### src/inc/smpg_params.svh
// Address map and field positions of the nibble register space.
// Assumes inclusion by the register bank only.
`ifndef SMPG_PARAMS_SVH
`define SMPG_PARAMS_SVH

`define SMPG_A_FLAGS      6'h00
`define SMPG_A_CE_DIR     6'h01
`define SMPG_A_PA_DIR     6'h02
`define SMPG_A_PA_VAL     6'h03
`define SMPG_A_PC_OUT     6'h04
`define SMPG_A_PB_DIR     6'h05
`define SMPG_A_PB_VAL     6'h06
`define SMPG_A_SCR1       6'h07
`define SMPG_A_SMP_XL     6'h08
`define SMPG_A_AUD_CTL    6'h09
`define SMPG_A_SMP_L      6'h0a
`define SMPG_A_SMP_H      6'h0b
`define SMPG_A_PE_VAL     6'h0e
`define SMPG_A_SCR2       6'h0f
`define SMPG_A_GAIN_TRIM  6'h10
`define SMPG_A_FMT_CTL    6'h11
`define SMPG_A_SPK_WAKE   6'h12
`define SMPG_A_UV_CTL     6'h13
`define SMPG_A_BIT_LIMIT  6'h0f
`define SMPG_A_RSVD_LO    6'h0c
`define SMPG_A_SRAM_BASE  6'h20
`define SMPG_SRAM_DEPTH   128
`define SMPG_ZERO4        4'h0
`define SMPG_BIT_IRQF     2
`define SMPG_BIT_CARRY    1
`define SMPG_BIT_ZERO     0
`define SMPG_BIT_GIE      1
`define SMPG_BIT_AUDEN    0
`define SMPG_BIT_FMT      0
`define SMPG_BIT_GAINON   1
`define SMPG_BIT_WKFLAG   3
`define SMPG_BIT_WKEN     2
`define SMPG_BIT_UVFLAG   1
`define SMPG_BIT_UVEN     0

`endif

### src/inc/smpg_pkg.sv
// Types shared by the register bank and its users.
// Assumes the constants header is on the include path.
package smpg_pkg;
    typedef enum logic [1:0] {
        SMPG_W8  = 2'b00,
        SMPG_W10 = 2'b01,
        SMPG_W12 = 2'b10
    } smpg_width_t;

    typedef struct packed {
        logic [3:0]  flags;
        logic [3:0]  ce_dir;
        logic [3:0]  pa_dir;
        logic [3:0]  pa_out;
        logic [3:0]  pc_out;
        logic [3:0]  pb_dir;
        logic [3:0]  pb_out;
        logic [3:0]  scr1;
        logic [3:0]  smp_xl;
        logic [1:0]  aud_ctl;
        logic [3:0]  smp_l;
        logic [3:0]  smp_h;
        logic [3:0]  pe_out;
        logic [3:0]  scr2;
        logic [3:0]  gain_trim;
        logic [1:0]  fmt_ctl;
        logic [3:0]  spk_wake;
        logic        uv_en;
        logic [1:0]  page_select;
        logic [3:0]  rdata;
        logic [11:0] sample;
        logic [3:0]  pa_oe_n;
        logic [3:0]  pb_oe_n;
        logic [3:0]  pe_oe_n;
        logic [1:0]  gain_sel;
        logic [1:0]  trim;
    } smpg_state_t;
endpackage : smpg_pkg

### src/logic/smpg_regbank.sv
// Nibble register space: common special function block plus paged user memory.
// Assumes a CPU core drives the documented load, store and bit-modify access
// ports on ref_clk_i; pin levels and sensor flags arrive from other domains.
`timescale 1ns/1ps
`include "smpg_params.svh"

module smpg_regbank (
    input  wire logic        ref_clk_i,
    input  wire logic        rst_i,
    input  wire logic [5:0]  addr_i,
    input  wire logic        wr_i,
    input  wire logic [3:0]  wdata_i,
    input  wire logic        bit_set_i,
    input  wire logic        bit_clr_i,
    input  wire logic [1:0]  bit_sel_i,
    input  wire logic        indirect_i,
    input  wire logic        page_load_instr_i,
    input  wire logic [1:0]  page_i,
    input  wire logic        alu_flag_we_i,
    input  wire logic        carry_bit_i,
    input  wire logic        zero_bit_i,
    input  wire logic        audio_irq_set_i,
    input  wire logic        speaker_wake_i,
    input  wire logic        undervolt_i,
    input  wire logic [3:0]  pa_pin_i,
    input  wire logic [3:0]  pb_pin_i,
    input  wire logic [3:0]  pe_pin_i,
    input  wire logic        width_ten_option_i,
    input  wire logic        width_twelve_option_i,
    input  wire logic        bidir_ce_option_i,
    input  wire logic        port_e_bidir_option_i,
    input  wire logic        trim_build_option_i,
    input  wire logic        record_option_i,
    output logic [3:0]       rdata_o,
    output logic [3:0]       flags_o,
    output logic [3:0]       pa_out_o,
    output logic [3:0]       pa_oe_n_o,
    output logic [3:0]       pb_out_o,
    output logic [3:0]       pb_oe_n_o,
    output logic [3:0]       pc_out_o,
    output logic [3:0]       pe_out_o,
    output logic [3:0]       pe_oe_n_o,
    output logic [11:0]      sample_o,
    output logic             audio_out_enable_o,
    output logic             global_irq_enable_o,
    output logic             sample_format_sel_o,
    output logic             record_gain_on_o,
    output logic [1:0]       record_gain_sel_o,
    output logic [1:0]       freq_trim_o,
    output logic             speaker_wake_enable_o,
    output logic [1:0]       wake_sensitivity_o,
    output logic             speaker_wake_flag_o,
    output logic             undervolt_enable_o,
    output logic             undervolt_flag_o
);

    smpg_pkg::smpg_state_t s_q, s_d;

    // Three-stage synchronisers; a change counts once stages two and three agree.
    logic [2:0] wk_sync_q, uv_sync_q;
    logic [3:0] pa_s1_q, pa_s2_q, pa_s3_q, pa_lv_q;
    logic [3:0] pb_s1_q, pb_s2_q, pb_s3_q, pb_lv_q;
    logic [3:0] pe_s1_q, pe_s2_q, pe_s3_q, pe_lv_q;
    logic       wk_lv_q, wk_prev_q, uv_lv_q;

    // User memory has no reset; its content is undefined until written.
    logic [3:0] sram_q [`SMPG_SRAM_DEPTH];

    function automatic logic [3:0] bit_mod(input logic [3:0] v, input logic [1:0] sel,
                                           input logic set, input logic clr);
        logic [3:0] r;
        r = v;
        if (set) begin
            r[sel] = 1'b1;
        end else if (clr) begin
            r[sel] = 1'b0;
        end
        return r;
    endfunction : bit_mod

    logic        in_sram;
    logic [6:0]  sram_idx;
    logic        bm_ok;
    logic        bm;
    logic [3:0]  cur;
    logic [3:0]  nv;
    logic        wr_any;
    logic        wake_evt;
    smpg_pkg::smpg_width_t wmode;

    assign in_sram  = addr_i >= `SMPG_A_SRAM_BASE;
    assign sram_idx = {s_q.page_select, addr_i[4:0]};
    assign bm       = bit_set_i | bit_clr_i;
    assign bm_ok    = indirect_i || (addr_i <= `SMPG_A_BIT_LIMIT);
    assign wr_any   = wr_i | (bm & bm_ok);
    assign wake_evt = wk_lv_q & ~wk_prev_q;

    always_comb begin
        if (width_twelve_option_i) begin
            wmode = smpg_pkg::SMPG_W12;
        end else if (width_ten_option_i) begin
            wmode = smpg_pkg::SMPG_W10;
        end else begin
            wmode = smpg_pkg::SMPG_W8;
        end
    end

    always_comb begin
        s_d = s_q;
        // Read-modify-write sees the stored latch, so bit writes on ports keep other bits.
        unique case (addr_i)
            `SMPG_A_FLAGS:     cur = s_q.flags;
            `SMPG_A_CE_DIR:    cur = s_q.ce_dir;
            `SMPG_A_PA_DIR:    cur = s_q.pa_dir;
            `SMPG_A_PA_VAL:    cur = s_q.pa_out;
            `SMPG_A_PC_OUT:    cur = s_q.pc_out;
            `SMPG_A_PB_DIR:    cur = s_q.pb_dir;
            `SMPG_A_PB_VAL:    cur = s_q.pb_out;
            `SMPG_A_SCR1:      cur = s_q.scr1;
            `SMPG_A_AUD_CTL:   cur = {2'b00, s_q.aud_ctl};
            `SMPG_A_PE_VAL:    cur = s_q.pe_out;
            `SMPG_A_SCR2:      cur = s_q.scr2;
            `SMPG_A_GAIN_TRIM: cur = s_q.gain_trim;
            `SMPG_A_FMT_CTL:   cur = {2'b00, s_q.fmt_ctl};
            `SMPG_A_SPK_WAKE:  cur = s_q.spk_wake;
            `SMPG_A_UV_CTL:    cur = {2'b00, uv_lv_q, s_q.uv_en};
            default:           cur = `SMPG_ZERO4;
        endcase
        nv = wr_i ? wdata_i : bit_mod(cur, bit_sel_i, bit_set_i, bit_clr_i);

        if (page_load_instr_i) begin
            s_d.page_select = page_i;
        end
        if (alu_flag_we_i) begin
            s_d.flags[`SMPG_BIT_CARRY] = carry_bit_i;
            s_d.flags[`SMPG_BIT_ZERO]  = zero_bit_i;
        end
        if (wr_any && !in_sram) begin
            unique case (addr_i)
                `SMPG_A_FLAGS:     s_d.flags = {1'b0, nv[2:0]};
                `SMPG_A_CE_DIR:    s_d.ce_dir = nv;
                `SMPG_A_PA_DIR:    s_d.pa_dir = nv;
                `SMPG_A_PA_VAL:    s_d.pa_out = nv;
                `SMPG_A_PC_OUT:    s_d.pc_out = nv;
                `SMPG_A_PB_DIR:    s_d.pb_dir = nv;
                `SMPG_A_PB_VAL:    s_d.pb_out = nv;
                `SMPG_A_SCR1:      s_d.scr1 = nv;
                `SMPG_A_SMP_XL:    s_d.smp_xl = nv;
                `SMPG_A_AUD_CTL:   s_d.aud_ctl = nv[1:0];
                `SMPG_A_SMP_L:     s_d.smp_l = nv;
                `SMPG_A_SMP_H:     s_d.smp_h = nv;
                `SMPG_A_PE_VAL:    s_d.pe_out = nv;
                `SMPG_A_SCR2:      s_d.scr2 = nv;
                `SMPG_A_GAIN_TRIM: s_d.gain_trim = nv;
                `SMPG_A_FMT_CTL:   s_d.fmt_ctl = nv[1:0];
                `SMPG_A_SPK_WAKE:  s_d.spk_wake = nv;
                `SMPG_A_UV_CTL:    s_d.uv_en = nv[`SMPG_BIT_UVEN];
                default:           ;
            endcase
        end
        // Hardware sets win over a software clear in the same cycle.
        if (audio_irq_set_i) begin
            s_d.flags[`SMPG_BIT_IRQF] = 1'b1;
        end
        if (wake_evt && s_q.spk_wake[`SMPG_BIT_WKEN]) begin
            s_d.spk_wake[`SMPG_BIT_WKFLAG] = 1'b1;
        end

        // Read data; write-only and reserved nibbles read zero here.
        if (in_sram) begin
            s_d.rdata = sram_q[sram_idx];
        end else begin
            unique case (addr_i)
                `SMPG_A_PA_VAL: s_d.rdata = pa_lv_q;
                `SMPG_A_PB_VAL: s_d.rdata = pb_lv_q;
                `SMPG_A_PE_VAL: s_d.rdata = pe_lv_q;
                default:        s_d.rdata = cur;
            endcase
        end

        unique case (wmode)
            smpg_pkg::SMPG_W12: s_d.sample = {s_q.smp_h, s_q.smp_l, s_q.smp_xl};
            smpg_pkg::SMPG_W10: s_d.sample = {2'b00, s_q.smp_h, s_q.smp_l,
                                              s_q.smp_xl[3:2]};
            default:            s_d.sample = {4'h0, s_q.smp_h, s_q.smp_l};
        endcase

        s_d.pa_oe_n = ~s_q.pa_dir;
        s_d.pb_oe_n = ~s_q.pb_dir;
        s_d.pe_oe_n = (bidir_ce_option_i || port_e_bidir_option_i) ?
                      ~s_q.ce_dir : 4'hf;
        // Option gates are registered here so that these outputs leave from flops too.
        s_d.gain_sel = (record_option_i && s_d.fmt_ctl[`SMPG_BIT_GAINON]) ?
                       s_d.gain_trim[3:2] : 2'h0;
        s_d.trim     = trim_build_option_i ? s_d.gain_trim[1:0] : 2'h0;
    end

    always_ff @(posedge ref_clk_i) begin
        if (wr_any && in_sram) begin
            sram_q[sram_idx] <= nv;
        end
    end

    always_ff @(posedge ref_clk_i or posedge rst_i) begin
        if (rst_i) begin
            s_q <= '0;
            {wk_sync_q, uv_sync_q, wk_lv_q, wk_prev_q, uv_lv_q} <= '0;
            {pa_s1_q, pa_s2_q, pa_s3_q, pa_lv_q} <= '0;
            {pb_s1_q, pb_s2_q, pb_s3_q, pb_lv_q} <= '0;
            {pe_s1_q, pe_s2_q, pe_s3_q, pe_lv_q} <= '0;
        end else begin
            s_q <= s_d;
            wk_sync_q <= {wk_sync_q[1:0], speaker_wake_i};
            uv_sync_q <= {uv_sync_q[1:0], undervolt_i};
            pa_s1_q <= pa_pin_i;
            pa_s2_q <= pa_s1_q;
            pa_s3_q <= pa_s2_q;
            pb_s1_q <= pb_pin_i;
            pb_s2_q <= pb_s1_q;
            pb_s3_q <= pb_s2_q;
            pe_s1_q <= pe_pin_i;
            pe_s2_q <= pe_s1_q;
            pe_s3_q <= pe_s2_q;
            for (int i = 0; i < 4; i++) begin
                if (pa_s2_q[i] == pa_s3_q[i]) pa_lv_q[i] <= pa_s3_q[i];
                if (pb_s2_q[i] == pb_s3_q[i]) pb_lv_q[i] <= pb_s3_q[i];
                if (pe_s2_q[i] == pe_s3_q[i]) pe_lv_q[i] <= pe_s3_q[i];
            end
            if (wk_sync_q[1] == wk_sync_q[2]) wk_lv_q <= wk_sync_q[2];
            if (uv_sync_q[1] == uv_sync_q[2]) uv_lv_q <= uv_sync_q[2] & s_q.uv_en;
            wk_prev_q <= wk_lv_q;
        end
    end

    assign rdata_o               = s_q.rdata;
    assign flags_o               = s_q.flags;
    assign pa_out_o              = s_q.pa_out;
    assign pa_oe_n_o             = s_q.pa_oe_n;
    assign pb_out_o              = s_q.pb_out;
    assign pb_oe_n_o             = s_q.pb_oe_n;
    assign pc_out_o              = s_q.pc_out;
    assign pe_out_o              = s_q.pe_out;
    assign pe_oe_n_o             = s_q.pe_oe_n;
    assign sample_o              = s_q.sample;
    assign audio_out_enable_o    = s_q.aud_ctl[`SMPG_BIT_AUDEN];
    assign global_irq_enable_o   = s_q.aud_ctl[`SMPG_BIT_GIE];
    assign sample_format_sel_o   = s_q.fmt_ctl[`SMPG_BIT_FMT];
    assign record_gain_on_o      = s_q.fmt_ctl[`SMPG_BIT_GAINON];
    assign record_gain_sel_o     = s_q.gain_sel;
    assign freq_trim_o           = s_q.trim;
    assign speaker_wake_enable_o = s_q.spk_wake[`SMPG_BIT_WKEN];
    assign wake_sensitivity_o    = s_q.spk_wake[1:0];
    assign speaker_wake_flag_o   = s_q.spk_wake[`SMPG_BIT_WKFLAG];
    assign undervolt_enable_o    = s_q.uv_en;
    assign undervolt_flag_o      = uv_lv_q;
endmodule : smpg_regbank

### config.mk
export PLATFORM = sky130hd
export DESIGN_NAME = smpg_regbank
export DESIGN_NICKNAME = d
export VERILOG_FILES = /design/src/inc/smpg_pkg.sv /design/src/logic/smpg_regbank.sv
export VERILOG_INCLUDE_DIRS = /design/src /design/src/inc
export SDC_FILE = /design/constraint.sdc
export NUM_CORES = 1
export LEC_CHECK = 0
export BUFFER_PORTS_ARGS = -buffer_cell sky130_fd_sc_hd__clkbuf_2
export CORE_ASPECT_RATIO = 1.4
export CORE_MARGIN = 5
export CORE_UTILIZATION = 40
export CTS_CLUSTER_SIZE = 20
export DETAILED_ROUTE_END_ITERATION = 16
export PLACE_DENSITY = 0.56
export SYNTH_ARGS = -nofsm -noshare
export SYNTH_HDL_FRONTEND = slang
export SYNTH_SLANG_ARGS = --single-unit
export TNS_END_PERCENT = 50
### constraint.sdc
create_clock -name ref_clk_i -period 7.15 [get_ports ref_clk_i]
set_input_delay 0 -clock ref_clk_i [delete_from_list [all_inputs] [get_ports ref_clk_i]]
set_output_delay 0 -clock ref_clk_i [all_outputs]
set_load 0.05 [all_outputs]
# [Yosys cells after proc, flatten, opt, wreduce, memory -nomap -nowiden]
# Memories as Yosys holds them, arrays and structs flattened.
# Cells that the tools add are included.
[totals] romBits=0 output_inout_bits=62 mem_bits_rw=512 mem_count=1 latch_bits=0 word_cells=174 in_bits=45 reg_bits=155
[classes] n_lt_le_gt_ge=4 eq_ne=33 shift=0 multipliers=0 div_mod_pow=0 add_sub_neg=0 n_reduce_logical=31 bitwise=12 muxes=38
[memory_table] memory="sram_q" depth=128 word_bits=4 rd=1 rd_clocked_by_memory_dff=0 write_ports=1 line="smpg_regbank.sv:67" source="logic [3:0] sram_q [`SMPG_SRAM_DEPTH];"
[op_table] operator="two-way mux 4 bit" count=19
[op_table] operator="two-way mux 64 bit" count=1
[op_table] operator="case mux 4 bit (15 select lines)" count=1
[op_table] operator="== test 6 x 4 -> 1 bit, second input constant" count=6
[op_table] operator="AND reduction 2 bit" count=18
[op_table] operator="== test 6 x 3 -> 1 bit, second input constant" count=4
[op_table] operator="== test 6 x 5 -> 1 bit, second input constant" count=4
[op_table] operator="case mux 12 bit (2 select lines)" count=1
[op_table] operator="NOT 4 bit" count=4
[op_table] operator="== test 1 bit" count=14
[op_table] operator="== test 6 x 2 -> 1 bit, second input constant" count=2
[op_table] operator="two-way mux 2 bit" count=6
[op_table] operator="case mux 4 bit (3 select lines)" count=1
[op_table] operator="nonzero test 2 bit" count=4
[op_table] operator="two-way mux 1 bit" count=7
[op_table] operator="== test 6 x 1 -> 1 bit, second input constant" count=1
[op_table] operator=">= comparator 6 bit, second input constant" count=1
[op_table] operator="less-or-equal comparator 6 x 4 -> 1 bit, second input constant" count=1
[op_table] operator="zero test 6 bit" count=1
[op_table] operator="logical AND 1 bit" count=5
[op_table] operator="bitwise AND 4 bit" count=1
[op_table] operator="bitwise OR 4 bit" count=1
[op_table] operator="bitwise AND 1 bit" count=3
[op_table] operator="less-than comparator 2 x 3 -> 1 bit, second input constant" count=1
[op_table] operator="9 further kinds" count=11

# [Depth between registers and ports, before layout]
[logic_depth] depth_word=13 mapped_depth=11 ltp_nobuf=6

# [Worst setup path after synthesis]
# Ideal clock, no wire load.
[synth_timing] path_type="register to register" start="register s_q, in the netlist undervolt_enable_o" end="memory sram_q[0][0] (data pin)" slack_ns=3.628 setup_time_ns=0.486 path_buffers=1 required_time_ns=6.664 t_arrival_ns=3.036 period_less_slack_ns=3.522 stages_incl_launch_ff=8 path_cell_list="dfrtp_1 nand2_1 o21ai_0 a41oi_1 and4bb_1 o31a_1 buf_2 inv_1"
[synth_between] elab_chain_len=5 word_cells_on_any_way=6 classes_between="mux: 4; bitwise: 2"
[synth_lines] element="from (decl)" line="smpg_regbank.sv:57" source="smpg_pkg::smpg_state_t s_q, s_d;"
[synth_lines] element="from (signal assigned)" line="smpg_regbank.sv:206" source="s_q <= '0;"
[synth_lines] element="from (signal assigned)" line="smpg_regbank.sv:212" source="s_q <= s_d;"
[synth_lines] element="case mux 4 bit (15 select lines) (*)" line="smpg_regbank.sv:111" source="unique case (addr_i)"
[synth_lines] element="bitwise AND 4 bit (no source line)"
[synth_lines] element="two-way mux 4 bit" line="smpg_regbank.sv:75" source="end else if (clr) begin"
[synth_lines] element="two-way mux 4 bit (*)" line="smpg_regbank.sv:73" source="if (set) begin"
[synth_lines] element="two-way mux 4 bit (*)" line="smpg_regbank.sv:129" source="nv = wr_i ? wdata_i : bit_mod(cur, bit_sel_i, bit_set_i, bit_clr_i);"
[synth_lines] element="via nv[0]" line="smpg_regbank.sv:86" source="logic [3:0] nv;"
[synth_lines] element="to (decl)" line="smpg_regbank.sv:67"
# The timed path passes the listed nets; every way through them passes the cells marked *.

# [Final worst setup path]
[layout_timing] start="input port addr_i[1]" end="memory sram_q[107][3] (data pin)"
[layout_between] elab_chain_len=6 word_cells_on_any_way=21 classes_between="eq/ne: 14; mux: 4; bitwise: 2; reduce/logical: 1"
[layout_lines] element="from (decl)" line="smpg_regbank.sv:10" source="input wire logic [5:0] addr_i,"
[layout_lines] element="== test 6 x 5 -> 1 bit, or another cell as far along" line="smpg_regbank.sv:111"
[layout_lines] element="case mux 4 bit (15 select lines) (*)" line="smpg_regbank.sv:111"
[layout_lines] element="bitwise AND 4 bit (no source line)"
[layout_lines] element="two-way mux 4 bit" line="smpg_regbank.sv:75"
[layout_lines] element="two-way mux 4 bit (*)" line="smpg_regbank.sv:73"
[layout_lines] element="two-way mux 4 bit (*)" line="smpg_regbank.sv:129"
# Every way passes the cells marked *; elsewhere a longest branch is shown, timed or not.

==> reports/metrics.cfg <==
[yosys]
synth_top_area_share = 0.572
syn_avg_cell_area_um2 = 16.5
async_flop_share = 0.232
synth_area_mm2 = 0.0269
yosysSeqAreaShare = 0.716
ys_seq_elements = 667
synth_warnings = 0
synthCells = 1626
ys.flop_type = edfxtp_1
syn_nets = 1671
yosys-top-cells-area = edfxtp_1, dfrtp_1, mux4_2
ys_types = 70
yosys.area.top_type = edfxtp_1
synth-edff-count = 512

[global_routing]
grt_pass1_wl_mm = 102
grt_use_total = 0.188
antenna_found_initial = 0
grt_overflow = 0
grt_pass1_vias = 15200
grt_start_max_net_pins = 92

[clock_network]
clkTransAtPathRegs_ns = 0.06
htreeDepth = 2
cts_resized = 0
hold_buffers = 37
insertion_delay_ns = 0.62
cts_sinks = 667
cts_tree = built
clk_path_buf_depth = 3
cts_buffers = 59
root_buffer = clkbuf_16
post_cts_buffers = 0

[place]
place_area_mm2 = 0.0279
place.detailed.hpwl_mm = 43.5
gp_congestion = 0.935
port_buffers = 105

[sta]
max_freq_ghz = 0.278
setup_viol = 0
rsz0062_at_grt = false
final.setup.tns_ns = 0
period_needed_ns = 3.59
period_share = 0.503
relSlewSlack = 0.204
worst_pin_slew_ns = 1.19
skew_ns = 0.0337
finalHoldViolations = 0
slew_violations = 0

[power_and_ir_drop]
power.density_mw_per_mm2 = 276
combPwrFrac = 0.093
power.share.sequential = 0.531
p_clk_frac = 0.376
p_sw_mw = 2.01
swShare = 0.242
p_int_mw = 6.29
leakage_nw = 10.5
ir_drop_v = 0.000148

[worst_setup_path]
crit_chain = buf_4 -> buf_4 -> and2_0 -> nand3_1 -> nand4_1 -> o22ai_1 -> a21boi_4 -> buf_4
r2r_end = sram_q[93][0]
critPathArrivalTime_ns = 3.91
critPathBufInv = 3
cpLargestDelayFamily = buffers and inverters
setup.worst_path.end_class = flip-flop
cp.required_ns = 7.46
cpPeakStageDelay_ns = 0.93
r2r_setup_slack_ns = 3.70
path_max_fanout = 64
criticalPathCategory = primary input to flip-flop
path_common_cell = buf_4
crit-reg2reg-launch = flags_o[0]
r2r.worst_path.cells = 7
crit_path_start_kind = primary input
cpMaxStageDelayCell = a21boi_4

[finish]
final_common_cell = edfxtp_1
diodes = 0
drive_above_1_share = 0.208
multi_input_area_mm2 = 0.00666
design_area_mm2 = 0.0301
regArea_mm2 = 0.0193
fin_nets = 1757
fill_cells = 5767
syn2layout_area_growth_pct = 12.0
mostFrequentLayoutCells = edfxtp_1, nor2_1, dfrtp_1, clkbuf_2, mux4_2

[floorplan]
start_util = 0.403
fp.coreArea_mm2 = 0.0667
boundaryPins = 107
rows = 112
die_x_um = 229
fp.dieH_um = 317
dieArea_mm2 = 0.0726

[route]
viasPerCell = 5.65
ant_nets = 0
vias = 14700
drc_errors = 0
drt_iter0_drc = 1439
avgRoutedWirePerCell_um = 26.5
dr.pass1.iters = 5
wirelength_mm = 69.3

[worst_hold_path]
hold_start = wdata_i[1]
min_delay_path_depth = 5
hp-class = primary input to flip-flop
holdPathEnd = s_q[92]

[run_status]
outcome = completed

[job]
cap_violations = 0

flip-flops by register name, indices dropped and copies added, names as in the netlist, 4 cells and up:
register,flops
pa_out_o,4
pb_s1_q,4
pe_out_o,4
rdata_o,4
pb_oe_n_o,4
pa_s2_q,4
pe_s2_q,4
sample_o,12
pb_s2_q,4
pb_s3_q,4
pa_s3_q,4
pe_lv_q,4
pb_lv_q,4
pa_oe_n_o,4
pe_s1_q,4
pa_lv_q,4
s_q,38
pb_out_o,4
pe_oe_n_o,4
pe_s3_q,4
pc_out_o,4
sram_q,512
pa_s1_q,4
per-stage QoR:
step                      worst slack, ns  utilization  hold slack [ns]  power [mW]  std cells
after floorplan                      2.97            -           0.0314        5.02       1626
after global placement               3.12        0.418            0.109        5.24       2469
after detailed placement             2.93        0.418            0.110        5.25       2469
after CTS                            3.57        0.451         0.000261        8.38       2611
after global routing                 3.35        0.451           0.0328        8.58       2611
final                                3.56        0.451           0.0363        8.30       2611
synthesized netlist by cell type, drive strengths merged (13+ instances only):
cell type / count
a21oi: 37
dfrtp: 155
mux2: 39
a221oi: 15
edfxtp: 512
mux2i: 80
o21ai: 54
inv: 23
nand3: 30
a22oi: 16
o221ai: 16
buf: 115
maj3: 13
mux4: 101
nand2: 92
nor2: 159
clkbuf: 36
power groups by stage:
stage | sequential (mW) | combinational [mW] | clock (mW)
floorplan | 4.46 | 0.560 | 0
finish | 4.41 | 0.771 | 3.12
CTS | 4.41 | 0.775 | 3.19
detailed placement | 4.49 | 0.754 | 0
global placement | 4.49 | 0.743 | 0
global route | 4.42 | 0.817 | 3.34
kinds of logic (layout without fill, tap and decap cells):
logic type | count (synthesis) | after routing | share of synthesized area
AOI/OAI and AO/OA | 201 | 201 | 0.0507
adders and majority gates | 13 | 13 | 0.00484
and+or+nand+nor | 348 | 348 | 0.0588
xor gates and xnor gates | 1 | 1 | 0.000326
buffers and inverters | 175 | 305 | 0.0376
muxes | 220 | 220 | 0.132
other | 1 | 1 | 0.000139
DFF | 667 | 667 | 0.716
layout make-up:
cell class | count | area share
inverters | 24 | 0.00324
clock buffers | 76 | 0.0521
clock inverters | 29 | 0.00968
multi-input cells | 784 | 0.221
well taps | 855 | 0.0355
repair buffers | 176 | 0.0391
flip-flops and latches | 667 | 0.639
metal layers:
layer,vias up,global-route usage,wire [um]
met5,-,0,0
met4,0,0.0763,2910
met3,150,0.0246,3820
met2,613,0.341,36600
met1,7583,0.228,26000
li1,6396,-,-
worst reg2reg max path: stages (launching register included):
cell and delay (ns):
dfrtp_1 0.43, mux4_1 0.56, nand2_1 0.10, o21ai_0 0.14
and4bb_1 0.38, o31a_1 0.20, clkinv_2 0.65, buf_4 0.61
how the worst max path moves through the flow:
stage          slack [ns]       from  cells past startpoint                 end
6_report             3.56  addr_i[1]                      8      sram_q[107][3]
5_1_grt              3.35  addr_i[1]                      8       sram_q[93][0]
4_1_cts              3.57  addr_i[1]                      8      sram_q[125][3]
3_5_place_dp         2.93  addr_i[1]                      8       sram_q[82][3]
3_3_place_gp         3.12  addr_i[1]                      8       sram_q[82][3]
2_1_floorplan        2.97      rst_i                      1  audio_out_enable_o
No activity file was read; power rests on OpenSTA's default activity.
